--- src/core/ram_port_pkg.sv ---
package ram_port_pkg;
  // register byte offsets
  localparam logic [11:0] SEL_OFS      = 12'h040;
  localparam logic [11:0] CMD_OFS      = 12'h044;
  localparam logic [11:0] ADDR_OFS     = 12'h048;
  localparam logic [11:0] LOW_OFS      = 12'h04C;
  localparam logic [11:0] HIGH_OFS     = 12'h050;
  // field positions and widths
  localparam int          READY_BIT    = 31;
  localparam int          UNLOCK_BIT   = 0;
  localparam int          CHOICE_LSB   = 1;
  localparam int          CHOICE_W     = 2;
  localparam int          ADDR_W       = 15;
  localparam int          HIGH_W       = 5;
  localparam int          WORD_W       = 37;
  // reset values
  localparam logic        READY_RST    = 1'b1;
  localparam logic        UNLOCK_RST   = 1'b0;
  localparam logic [1:0]  CHOICE_RST   = 2'h0;
  localparam logic [14:0] ADDR_RST     = 15'h0000;
  localparam logic [31:0] LOW_RST      = 32'h0000_0000;
  localparam logic [4:0]  HIGH_RST     = 5'h00;
  localparam logic        CMD_RST      = 1'b0;
  // ram choice encodings
  localparam logic [1:0]  RAM_FRAME    = 2'h0;
  localparam logic [1:0]  RAM_EEPROM   = 2'h1;
  localparam logic [1:0]  RAM_TXQ      = 2'h2;
  localparam logic [1:0]  RAM_RXQ      = 2'h3;
  // axi responses
  localparam logic [1:0]  RESP_OKAY    = 2'h0;
  localparam logic [1:0]  RESP_SLVERR  = 2'h2;
endpackage

--- src/core/internal_ram_data_port.sv ---
`timescale 1ns/1ps
module internal_ram_data_port
  import ram_port_pkg::*;
(
  input  wire logic                          clk,
  input  wire logic                          rst_n,
  // axi4-lite slave
  input  wire logic [11:0]                   s_axi_awaddr,
  input  wire logic                          s_axi_awvalid,
  output logic                               s_axi_awready,
  input  wire logic [31:0]                   s_axi_wdata,
  input  wire logic [3:0]                    s_axi_wstrb,
  input  wire logic                          s_axi_wvalid,
  output logic                               s_axi_wready,
  output logic [1:0]                         s_axi_bresp,
  output logic                               s_axi_bvalid,
  input  wire logic                          s_axi_bready,
  input  wire logic [11:0]                   s_axi_araddr,
  input  wire logic                          s_axi_arvalid,
  output logic                               s_axi_arready,
  output logic [31:0]                        s_axi_rdata,
  output logic [1:0]                         s_axi_rresp,
  output logic                               s_axi_rvalid,
  input  wire logic                          s_axi_rready,
  // shared ram-side port
  output logic                               ram_test_unlock,
  output logic [ram_port_pkg::CHOICE_W-1:0]  ram_choice,
  output logic [3:0]                         ram_req,
  output logic                               ram_we,
  output logic [ram_port_pkg::ADDR_W-1:0]    ram_addr,
  output logic [ram_port_pkg::WORD_W-1:0]    ram_wdata,
  input  wire logic [ram_port_pkg::WORD_W-1:0] ram_rdata,
  input  wire logic                          ram_ack
);
  import ram_port_pkg::*;

  // sequencer states
  // idle: registers open to software, ready flag high
  // access: one request out on the ram side, ready flag low
  // only two states in a 2-bit encoding; the case has no default for the two unused codes
  // the sequencer waits for the ram acknowledge
  // and has no timeout of its own
  // a ram that never acknowledges leaves the port busy
  // until the next reset
  typedef enum logic [1:0] {ST_IDLE, ST_ACCESS} port_state_t;

  // port state
  // every software-visible field has its own flip-flop
  // reserved bits have no storage and read back zero
  port_state_t                 state_q;
  logic                        unlock_q;      // test unlock
  logic [CHOICE_W-1:0]         choice_q;      // selected ram
  logic                        cmd_q;         // last command bit
  logic [ADDR_W-1:0]           addr_q;        // dword address
  logic [31:0]                 low_q;         // data bits 31:0
  logic [HIGH_W-1:0]           high_q;        // data bits 36:32
  logic                        ready_q;       // port ready flag
  // write channel capture
  logic                        aw_have_q;
  logic                        w_have_q;
  logic [11:0]                 awaddr_q;
  logic [31:0]                 wdata_q;
  logic [3:0]                  wstrb_q;
  logic                        wr_fire;       // both halves held
  logic                        wr_hit;
  logic [31:0]                 addr_wr;       // address write merged

  // merge write data into a register honouring byte strobes
  // lanes with a clear strobe keep their old contents
  // used for the address and the low data register
  // single-bit fields check strobe lane 0 directly
  function automatic logic [31:0] merge(input logic [31:0] old, input logic [31:0] nw, input logic [3:0] st);
    logic [31:0] r;
    r = old;
    for (int i = 0; i < 4; i++) begin
      if (st[i]) begin
        r[i*8 +: 8] = nw[i*8 +: 8];
      end
    end
    return r;
  endfunction

  // known register offset
  // shared by the write response, the write decode
  // and the read response, so all three agree
  // on which offsets answer okay
  function automatic logic mapped(input logic [11:0] a);
    return (a == SEL_OFS) || (a == CMD_OFS) || (a == ADDR_OFS) || (a == LOW_OFS) || (a == HIGH_OFS);
  endfunction

  // a write completes once both halves are held
  // and the previous response has been taken
  // the bvalid term stops a second fire on the same pair
  // unmapped writes still fire but change nothing
  assign wr_fire = aw_have_q && w_have_q && !s_axi_bvalid;
  assign wr_hit  = wr_fire && mapped(awaddr_q);
  // address write merged with the old value, upper bits later cut
  assign addr_wr = merge({17'h0, addr_q}, wdata_q, wstrb_q);

  // write address channel, taken independently of data
  // awready drops on the taking edge
  // and stays low until the response has gone
  // so at most one write address is held at a time
  // ready is raised only from idle, never combinationally
  always_ff @(posedge clk or negedge rst_n) begin
    if (!rst_n) begin
      aw_have_q     <= 1'b0;
      awaddr_q      <= 12'h000;
      s_axi_awready <= 1'b0;
    end else if (s_axi_awvalid && s_axi_awready) begin
      aw_have_q     <= 1'b1;
      awaddr_q      <= s_axi_awaddr;
      s_axi_awready <= 1'b0;
    end else if (wr_fire) begin
      aw_have_q     <= 1'b0;
    end else begin
      s_axi_awready <= !aw_have_q && !s_axi_bvalid;
    end
  end

  // write data channel
  // mirror of the address channel
  // data and strobes are held until the write fires
  // data may arrive before, with or after its address
  always_ff @(posedge clk or negedge rst_n) begin
    if (!rst_n) begin
      w_have_q     <= 1'b0;
      wdata_q      <= 32'h0000_0000;
      wstrb_q      <= 4'h0;
      s_axi_wready <= 1'b0;
    end else if (s_axi_wvalid && s_axi_wready) begin
      w_have_q     <= 1'b1;
      wdata_q      <= s_axi_wdata;
      wstrb_q      <= s_axi_wstrb;
      s_axi_wready <= 1'b0;
    end else if (wr_fire) begin
      w_have_q     <= 1'b0;
    end else begin
      s_axi_wready <= !w_have_q && !s_axi_bvalid;
    end
  end

  // write response, slverr on unmapped offset
  // raised on the fire cycle, held until bready
  // a command write while busy still answers okay
  // the busy command itself is dropped
  // software sees that through the ready flag only
  always_ff @(posedge clk or negedge rst_n) begin
    if (!rst_n) begin
      s_axi_bvalid <= 1'b0;
      s_axi_bresp  <= RESP_OKAY;
    end else if (wr_fire) begin
      s_axi_bvalid <= 1'b1;
      s_axi_bresp  <= mapped(awaddr_q) ? RESP_OKAY : RESP_SLVERR;
    end else if (s_axi_bready) begin
      s_axi_bvalid <= 1'b0;
    end
  end

  // select register: unlock and ram choice
  // both fields live in byte lane 0
  // the ready flag in this register is read-only
  // and is kept by the sequencer, not here
  // unlock is not enforced: software must set it first
  // changing the choice during an access does not
  // move the request already out
  always_ff @(posedge clk or negedge rst_n) begin
    if (!rst_n) begin
      unlock_q <= UNLOCK_RST;
      choice_q <= CHOICE_RST;
    end else if (wr_hit && awaddr_q == SEL_OFS && wstrb_q[0]) begin
      unlock_q <= wdata_q[UNLOCK_BIT];
      choice_q <= wdata_q[CHOICE_LSB +: CHOICE_W];
    end
  end

  // address register, upper bits dropped
  // dword address, no byte-to-word shift applied
  // bits 31:15 are reserved and never stored
  always_ff @(posedge clk or negedge rst_n) begin
    if (!rst_n) begin
      addr_q <= ADDR_RST;
    end else if (wr_hit && awaddr_q == ADDR_OFS) begin
      addr_q <= addr_wr[ADDR_W-1:0];
    end
  end

  // command bit records direction of last access
  // a command written while busy is dropped here too
  // so the read-back always names the running access
  always_ff @(posedge clk or negedge rst_n) begin
    if (!rst_n) begin
      cmd_q <= CMD_RST;
    end else if (wr_hit && awaddr_q == CMD_OFS && wstrb_q[0] && state_q == ST_IDLE) begin
      cmd_q <= wdata_q[0];
    end
  end

  // data registers: software writes, ram read result lands
  // the read result wins over a software write in the same cycle
  // direction taken from the request itself, not the register
  // the high register is only meaningful for the queue rams
  // for the narrower rams its bits are passed through as they come
  always_ff @(posedge clk or negedge rst_n) begin
    if (!rst_n) begin
      low_q  <= LOW_RST;
      high_q <= HIGH_RST;
    end else if (state_q == ST_ACCESS && ram_ack && !ram_we) begin
      low_q  <= ram_rdata[31:0];
      high_q <= ram_rdata[WORD_W-1:32];
    end else if (wr_hit && awaddr_q == LOW_OFS) begin
      low_q  <= merge(low_q, wdata_q, wstrb_q);
    end else if (wr_hit && awaddr_q == HIGH_OFS && wstrb_q[0]) begin
      high_q <= wdata_q[HIGH_W-1:0];
    end
  end

  // access sequencer; a command write while busy is ignored
  // a command write in idle launches the access
  // address and data are copied from the registers at launch
  // so later register writes cannot disturb the request
  // the request is one-hot, picked by the choice field
  // request, direction, address and data stand until ram_ack
  // ready drops at launch and rises with the acknowledge
  // the read result is stored on that same edge
  // so the flag never shows ready ahead of the data
  always_ff @(posedge clk or negedge rst_n) begin
    if (!rst_n) begin
      state_q   <= ST_IDLE;
      ready_q   <= READY_RST;
      ram_req   <= 4'h0;
      ram_we    <= 1'b0;
      ram_addr  <= ADDR_RST;
      ram_wdata <= '0;
    end else begin
      unique case (state_q)
        ST_IDLE: begin
          if (wr_hit && awaddr_q == CMD_OFS && wstrb_q[0]) begin
            state_q   <= ST_ACCESS;
            ready_q   <= 1'b0;
            ram_req   <= 4'h1 << choice_q;
            ram_we    <= wdata_q[0];
            ram_addr  <= addr_q;
            ram_wdata <= {high_q, low_q};
          end
        end
        ST_ACCESS: begin
          if (ram_ack) begin
            state_q <= ST_IDLE;
            ready_q <= 1'b1;
            ram_req <= 4'h0;
            ram_we  <= 1'b0;
          end
        end
      endcase
    end
  end

  // unlock mirrored to every ram at once
  // registered once more so the outputs come from flip-flops
  // these pins follow the register one cycle late
  always_ff @(posedge clk or negedge rst_n) begin
    if (!rst_n) begin
      ram_test_unlock <= UNLOCK_RST;
      ram_choice      <= CHOICE_RST;
    end else begin
      ram_test_unlock <= unlock_q;
      ram_choice      <= choice_q;
    end
  end

  // read channel, one cycle latency, reserved bits zero
  // arready high in idle, dropped while a response stands
  // data are chosen on the taking edge and then held
  // the ready flag is read live, so polling sees busy
  // unmapped offsets answer slverr with zero data
  // no wait states beyond the single response cycle
  always_ff @(posedge clk or negedge rst_n) begin
    if (!rst_n) begin
      s_axi_arready <= 1'b0;
      s_axi_rvalid  <= 1'b0;
      s_axi_rdata   <= 32'h0000_0000;
      s_axi_rresp   <= RESP_OKAY;
    end else if (s_axi_arvalid && s_axi_arready) begin
      s_axi_arready <= 1'b0;
      s_axi_rvalid  <= 1'b1;
      s_axi_rresp   <= mapped(s_axi_araddr) ? RESP_OKAY : RESP_SLVERR;
      unique case (s_axi_araddr)
        SEL_OFS:  s_axi_rdata <= {ready_q, 28'h0, choice_q, unlock_q};
        CMD_OFS:  s_axi_rdata <= {31'h0, cmd_q};
        ADDR_OFS: s_axi_rdata <= {17'h0, addr_q};
        LOW_OFS:  s_axi_rdata <= low_q;
        HIGH_OFS: s_axi_rdata <= {27'h0, high_q};
        default:  s_axi_rdata <= 32'h0000_0000;
      endcase
    end else if (s_axi_rvalid) begin
      if (s_axi_rready) begin
        s_axi_rvalid <= 1'b0;
      end
    end else begin
      s_axi_arready <= 1'b1;
    end
  end
endmodule

--- config.mk ---
export PLATFORM = sky130hd
export DESIGN_NAME = internal_ram_data_port
export DESIGN_NICKNAME = d
export VERILOG_FILES = /design/src/core/ram_port_pkg.sv /design/src/core/internal_ram_data_port.sv
export SDC_FILE = /design/constraint.sdc
export NUM_CORES = 1
export LEC_CHECK = 0
export ABC_AREA = 1
export BUFFER_PORTS_ARGS = -buffer_cell sky130_fd_sc_hd__buf_4
export CORE_MARGIN = 1
export CORE_UTILIZATION = 54
export DETAILED_ROUTE_END_ITERATION = 10
export PLACE_DENSITY = 0.88
export SLEW_MARGIN = 20
export SYNTH_ARGS = -nofsm -noshare
export SYNTH_HDL_FRONTEND = slang
export SYNTH_SLANG_ARGS = --single-unit
--- constraint.sdc ---
create_clock -name clk -period 1.91 [get_ports clk]
set_input_delay 0.191 -clock clk [delete_from_list [all_inputs] [get_ports clk]]
set_output_delay 0.191 -clock clk [all_outputs]
set_load 0.02 [all_outputs]
==> results.md, run 1 <==
* Mapped Area at 8840 µm²
* Ratio of final minimum period to clock period at 90.1%
* Share of cells above drive strength 1 at 21.6%
* WL met3 at 1980 µm
* CP delay by family, top: simple AND/OR/NAND/NOR gates
* Yosys top cell by area: dfrtp_1
* Initial Util at 55.4%
* Layout area overhead at 34.9%
* Dpl cell area at 10600 µm²
* Total clock buffers created by CTS at 22
* Via count at 8117
* Die Wd at 130 µm
* Setup WS post-layout at 0.189 ns
* #FFs+latches synth at 207
* Number of buffers and inverters on the critical path at 1
* Max Freq at 0.581 GHz
* Setup TNS at 0 ns
* Total GRT Usage at 29.9%
* Drt drc at 0
* Register area share after synthesis at 58.6%
* Worst-path fanout max at 86
* Top-area cell type share of the netlist area at 58.3%
* Worst min path class: in2reg
* Total grt overflow at 0
* First-pass GRT wire length at 38900 µm
* Leak Pwr at 6.15 nW
* Met2 Wirelength at 12400 µm
* Power per cell area at 1010 nW/µm²
* Critical path cell sequence: nor2_1, nand2_1, nor2_2, nand2_2, nor2_4, nand3_4, buf_12, nand2_1, o21ai_1
* Final WL at 25100 µm
* Number of global-route vias before repair at 7884
* Gp weighted congestion at 0.855
* CP endpoint kind: register
* Max IR drop VDD at 0.000779 V
* Largest net degree at the start of global routing at 87
* Root buf cell: clkbuf_16
* Post-synth cell types at 29
* Ranking of synthesized cells by area: dfrtp_1 58%, nand2_1 19%, inv_1 3.8%
* Num ports at 206
* Site row count at 46
* DR vias/cell at 5.27
* Synth Warn # at 0
* Max Used Layer: met4
* Die height at 130 µm
* DR pass1 iterations at 5
* Initial antenna violation count at 0
* Worst EP required at 2.27 ns
* CP dominant cell by count: nand2_1
* IO Port Bufs at 203
* Average cell area after synthesis at 8.44 µm²
* Final min period at 1.72 ns
* Nets at 1412
* Max-Cap Viols at 0
* Core Box Area at 15900 µm²
* Gate Count Post-Synth at 1047
* Crit start category: register
* CTS tree: done
* Total power at 0.0121 W
* Worst slew pin tran at 0.578 ns
* Fin. Hold Viols at 0
* Max Buffers Root-to-Sink at 3
* H-Tree Depth at 1
* Unrepaired setup endpoints after global routing: false
* Die ar. at 16900 µm²
* CP Class: reg2reg
* Met1 wire length at 9980 µm
* Status: completed
* Slowest cell on crit path: dfrtp_1
* Slew headroom at 61.2%
* Fin. max-slew vios at 0
* Diodes inserted at 0
* Clock latency reported for the late side of the worst-skew pair at 0.50 ns
* Pre-CTS WS at 0.0772 ns
* Dpl hpwl at 16300 µm
* Max stage delay on crit path at 0.38 ns
* WL per Instance at 16.3 µm
* DR iter-0 viols at 559
* Clk_skew at 0.00923 ns
* Final Setup Violations at 0
* Post-Layout Inst Area at 11900 µm²
* Antenna viol nets, final at 0
* Sink Count at 207
* Worst EP arrival at 2.08 ns
* Worst-path clk slew at 0.06 ns
where the power goes:
part           leakage, nW  internal [W]  total (W)  switching [W]
clock                0.348       0.00243    0.00412        0.00169
combinational         3.04      0.000876    0.00239        0.00152
sequential            2.76       0.00505    0.00555       0.000502
total                 6.15       0.00835     0.0121        0.00371
what timing repair did:
action                                  CTS  global route
hold buffers                             57             0
endpoints found under the setup margin    0            51
buffers inserted                          0             1
gates resized for setup                   0            11
hold endpoints to repair                108             0
metrics by stage:
step | hold WS (ns) | util, % | cells
after global routing | 0.0300 | 74.8 | 1539
after CTS | 0.00997 | 74.5 | 1538
final | 0.0238 | 74.8 | 1539
after floorplan | -0.105 | - | 1048
after detailed placement | 0.181 | 66.5 | 1441
after global placement | 0.179 | 66.5 | 1441
kinds of logic (layout without fill, tap and decap cells):
| logic type | count (synthesis) | after routing | share of synthesized area [%] |
|---|---|---|---|
| compound gates | 148 | 148 | 9.33 |
| buf+inv | 141 | 416 | 6.80 |
| simple gates | 550 | 550 | 25.2 |
| flops | 207 | 207 | 58.6 |
| other cells | 1 | 2 | 0.0424 |
worst min-delay path: cells and delay by family:
family | cells | cell delay (ns)
buf+inv | 1 | 0.07
compound gates | 1 | 0.05
simple gates | 3 | 0.16
sequential cells by signal, indices dropped and copies added, names as in the netlist, 2 cells and up:
name / flops
ram_wdata: 37
low_q: 32
s_axi_rdata: 32
wdata_q: 32
addr_q: 15
ram_addr: 15
awaddr_q: 12
high_q: 5
ram_req: 4
wstrb_q: 4
choice_q: 2
ram_choice: 2
cell usage after synthesis, drive strengths merged:
cell	number
o22ai	11
nor2	39
o211ai	3
nand4	24
dfstp	1
buf	23
clkbuf	23
dfrtp	206
nor3	7
inv	92
o21ai	110
clkinv	3
nand3	23
a21oi	7
conb	1
o31ai	16
o2111ai	1
nand2	455
nand3b	2
area by class of cell:
cell class / count / area (µm²)
clock buffers: 32 / 629
clock inverters: 8 / 68.8
fillers: 1064 / 4020
inverters: 95 / 359
multi-input cells: 700 / 3110
flip-flops and latches: 207 / 5180
well taps: 216 / 270
repair buffers: 281 / 2310
final timing paths:
check	startpoint	endpoint	slack (ns)	cells after the start
max	awaddr_q[9]	ram_wdata[12]	0.19	9
min	ram_rdata[29]	low_q[29]	0.02	5
max reg2reg	awaddr_q[9]	ram_wdata[12]	0.19	9
min reg2reg	addr_q[13]	addr_q[13]	0.47	2
max in group asynchronous	rst_n	ready_q	1.00	3
min in group asynchronous	rst_n	wdata_q[15]	0.23	2
cell usage in the layout, fill, tap and decap left out, types with 21 or more instances in the layout:
master,n
clkbuf_16,23
inv_1,90
buf_4,219
nor2_1,29
o21ai_1,48
dfrtp_1,206
dlygate4sd3_1,57
nand4_1,24
nand3_1,21
nand2_1,446
o21ai_0,57
routing by layer:
metal / track usage, % / up-vias
met5: 0 / -
met2: 51.0 / 400
met4: 10.3 / 0
met1: 38.9 / 3831
met3: 5.00 / 59
li1: - / 3827
No activity file was read; power rests on OpenSTA's default activity.
==> inputs of run 2 (changes only) <==
--- a/config.mk
+++ b/config.mk
@@ -6,7 +6,7 @@
 export NUM_CORES = 1
 export LEC_CHECK = 0
 export ABC_AREA = 1
-export BUFFER_PORTS_ARGS = -buffer_cell sky130_fd_sc_hd__buf_4
+export BUFFER_PORTS_ARGS = -buffer_cell sky130_fd_sc_hd__buf_2
 export CORE_MARGIN = 1
 export CORE_UTILIZATION = 54
 export DETAILED_ROUTE_END_ITERATION = 10
==> results.md, run 2 (synthesized netlist as in run 1, its figures left out) <==
* CP Class: reg2reg
* M2 GR Usage at 49.5%
* Hold path start: ram_rdata[13]
* Worst EP arrival at 2.07 ns
* Die Wd at 130 µm
* Die height at 130 µm
* Crit start category: register
* Core Box Area at 15900 µm²
* Worst-path fanout max at 88
* Worst-path clk slew at 0.06 ns
* Final WL at 24600 µm
* H-Tree Depth at 1
* Diodes inserted at 0
* Unrepaired setup endpoints after global routing: false
* M3 GR Usage at 6.72%
* IO Port Bufs at 203
* Power per cell area at 1050 nW/µm²
* Total GRT Usage at 29.7%
* Gp weighted congestion at 0.898
* Clk_skew at 0.0147 ns
* Final min period at 1.71 ns
* Worst min path class: in2reg
* First-pass GRT wire length at 38800 µm
* CTS tree: done
* R2R Path Start: awaddr_q[9]
* Antenna viol nets, final at 0
* RR Endpoint: ram_wdata[12]
* Worst R2R Path Depth at 9
* Num ports at 206
* Worst EP required at 2.27 ns
* Via count at 8138
* Final Setup Violations at 0
* Root buf cell: clkbuf_16
* Clock latency reported for the late side of the worst-skew pair at 0.50 ns
* CP dominant cell by count: nand2_1
* Critical path cell sequence: nor2_1, nand2_1, nor2_2, nand2_2, nor2_4, nand3_4, buf_12, nand2_1, o21ai_1
* CP endpoint kind: register
* Max FFs per register at 37
* Largest Register: ram_wdata
* Hold path depth at 5
* Total grt overflow at 0
* Max stage delay on crit path at 0.38 ns
* Initial antenna violation count at 0
* DR iter-0 viols at 541
* Total power at 0.0120 W
* Die ar. at 16900 µm²
* Initial Util at 55.4%
* Largest net degree at the start of global routing at 89
* GRT Max-Usage Layer: met2
* Max Buffers Root-to-Sink at 3
* Sink of the worst hold path: low_q[13]
* Leak Pwr at 6.07 nW
* Share of cells above drive strength 1 at 21.6%
* Final hold slack at 0.0244 ns
* Slowest cell on crit path: dfrtp_1
* CP delay by family, top: simple AND/OR/NAND/NOR gates
* Max IR drop VDD at 0.000825 V
* Layout area overhead at 29.3%
* Sink Count at 207
* Number of buffers and inverters on the critical path at 1
* DR pass1 iterations at 5
* Status: completed
* Commonest non-fill, non-tap cell in the layout: nand2_1
* Fin. Hold Viols at 0
* Dpl hpwl at 16300 µm
* Worst slew pin tran at 0.593 ns
* Number of global-route vias before repair at 7925
* Ratio of final minimum period to clock period at 89.4%
* Most frequent cells in the layout: 446 x nand2_1, 206 x dfrtp_1, 202 x buf_2
* Total clock buffers created by CTS at 22
* Met1 usage at 38.1%
* WL per Instance at 16.0 µm
* Fin cells at 1538
* DR vias/cell at 5.29
* Nets at 1414
* Slew headroom at 60.2%
* Drt drc at 0
* Max-Cap Viols at 0
* Max Freq at 0.586 GHz
* Site row count at 46
* Reg-to-reg setup timing slack at 0.20 ns
* Fin. max-slew vios at 0
* Setup TNS at 0 ns
* Placed Cells at 1443
-- run 2: where the power goes --
part	leakage (nW)	switching, W	internal, W	total (W)
Clock	0.349	0.00164	0.00254	0.00418
Combinational	2.96	0.00148	0.000775	0.00225
Sequential	2.76	0.000502	0.00505	0.00555
-- run 2: cell type report --
type                            count  area [µm²]
Clock buffer                       31         626
Timing Repair Buffer              283        1820
Multi-Input combinational cell    700        3090
Inverter                           95         359
Tap cell                          216         270
Sequential cell                   207        5180
Fill cell                        1206        4520
Clock inverter                      6        80.1
-- run 2: metal layers --
| metal | vias up | share of wire, % | wire (µm) |
|---|---|---|---|
| met4 | 0 | 2.8 | 688 |
| met5 | - | 0 | 0 |
| met2 | 384 | 48 | 11800 |
| li1 | 3839 | - | - |
| met3 | 62 | 8.7 | 2130 |
| met1 | 3853 | 41 | 9980 |
-- run 2: worst register-to-register path: stages, from the launching register on --
cell,delay (ns)
dfrtp_1,0.38
nor2_1,0.12
nand2_1,0.14
nor2_2,0.16
nand2_2,0.09
nor2_4,0.11
nand3_4,0.10
buf_12,0.25
nand2_1,0.14
o21ai_1,0.08
-- run 2: how the worst max path moves through the flow --
stage                             from            end  slack, ns  cells after the start
after floorplan           s_axi_bvalid   ram_addr[10]       0.40                      8
after global placement      state_q[0]       low_q[7]       0.14                      6
after detailed placement    state_q[0]      high_q[0]       0.06                      6
after CTS                   state_q[0]      high_q[1]      0.007                      6
after global routing       awaddr_q[7]      low_q[24]      0.008                      9
final                      awaddr_q[9]  ram_wdata[12]       0.20                      9
-- run 2: stage by stage --
step | setup slack, ns | instance area, µm² | utilization [%]
2_1_floorplan | 0.397 | 8840 | -
3_3_place_gp | 0.143 | 10100 | 63.5
3_5_place_dp | 0.0628 | 10100 | 63.5
4_1_cts | 0.00688 | 11400 | 71.5
5_1_grt | 0.00756 | 11400 | 71.7
6_report | 0.203 | 11400 | 71.7
-- run 2: what timing repair did --
action / in CTS / in global routing
setup endpoints to repair: 0 / 52
hold endpoints to repair: 117 / 0
gates resized for setup: 0 / 8
setup buffers: 0 / 1
hold buffers: 57 / 0
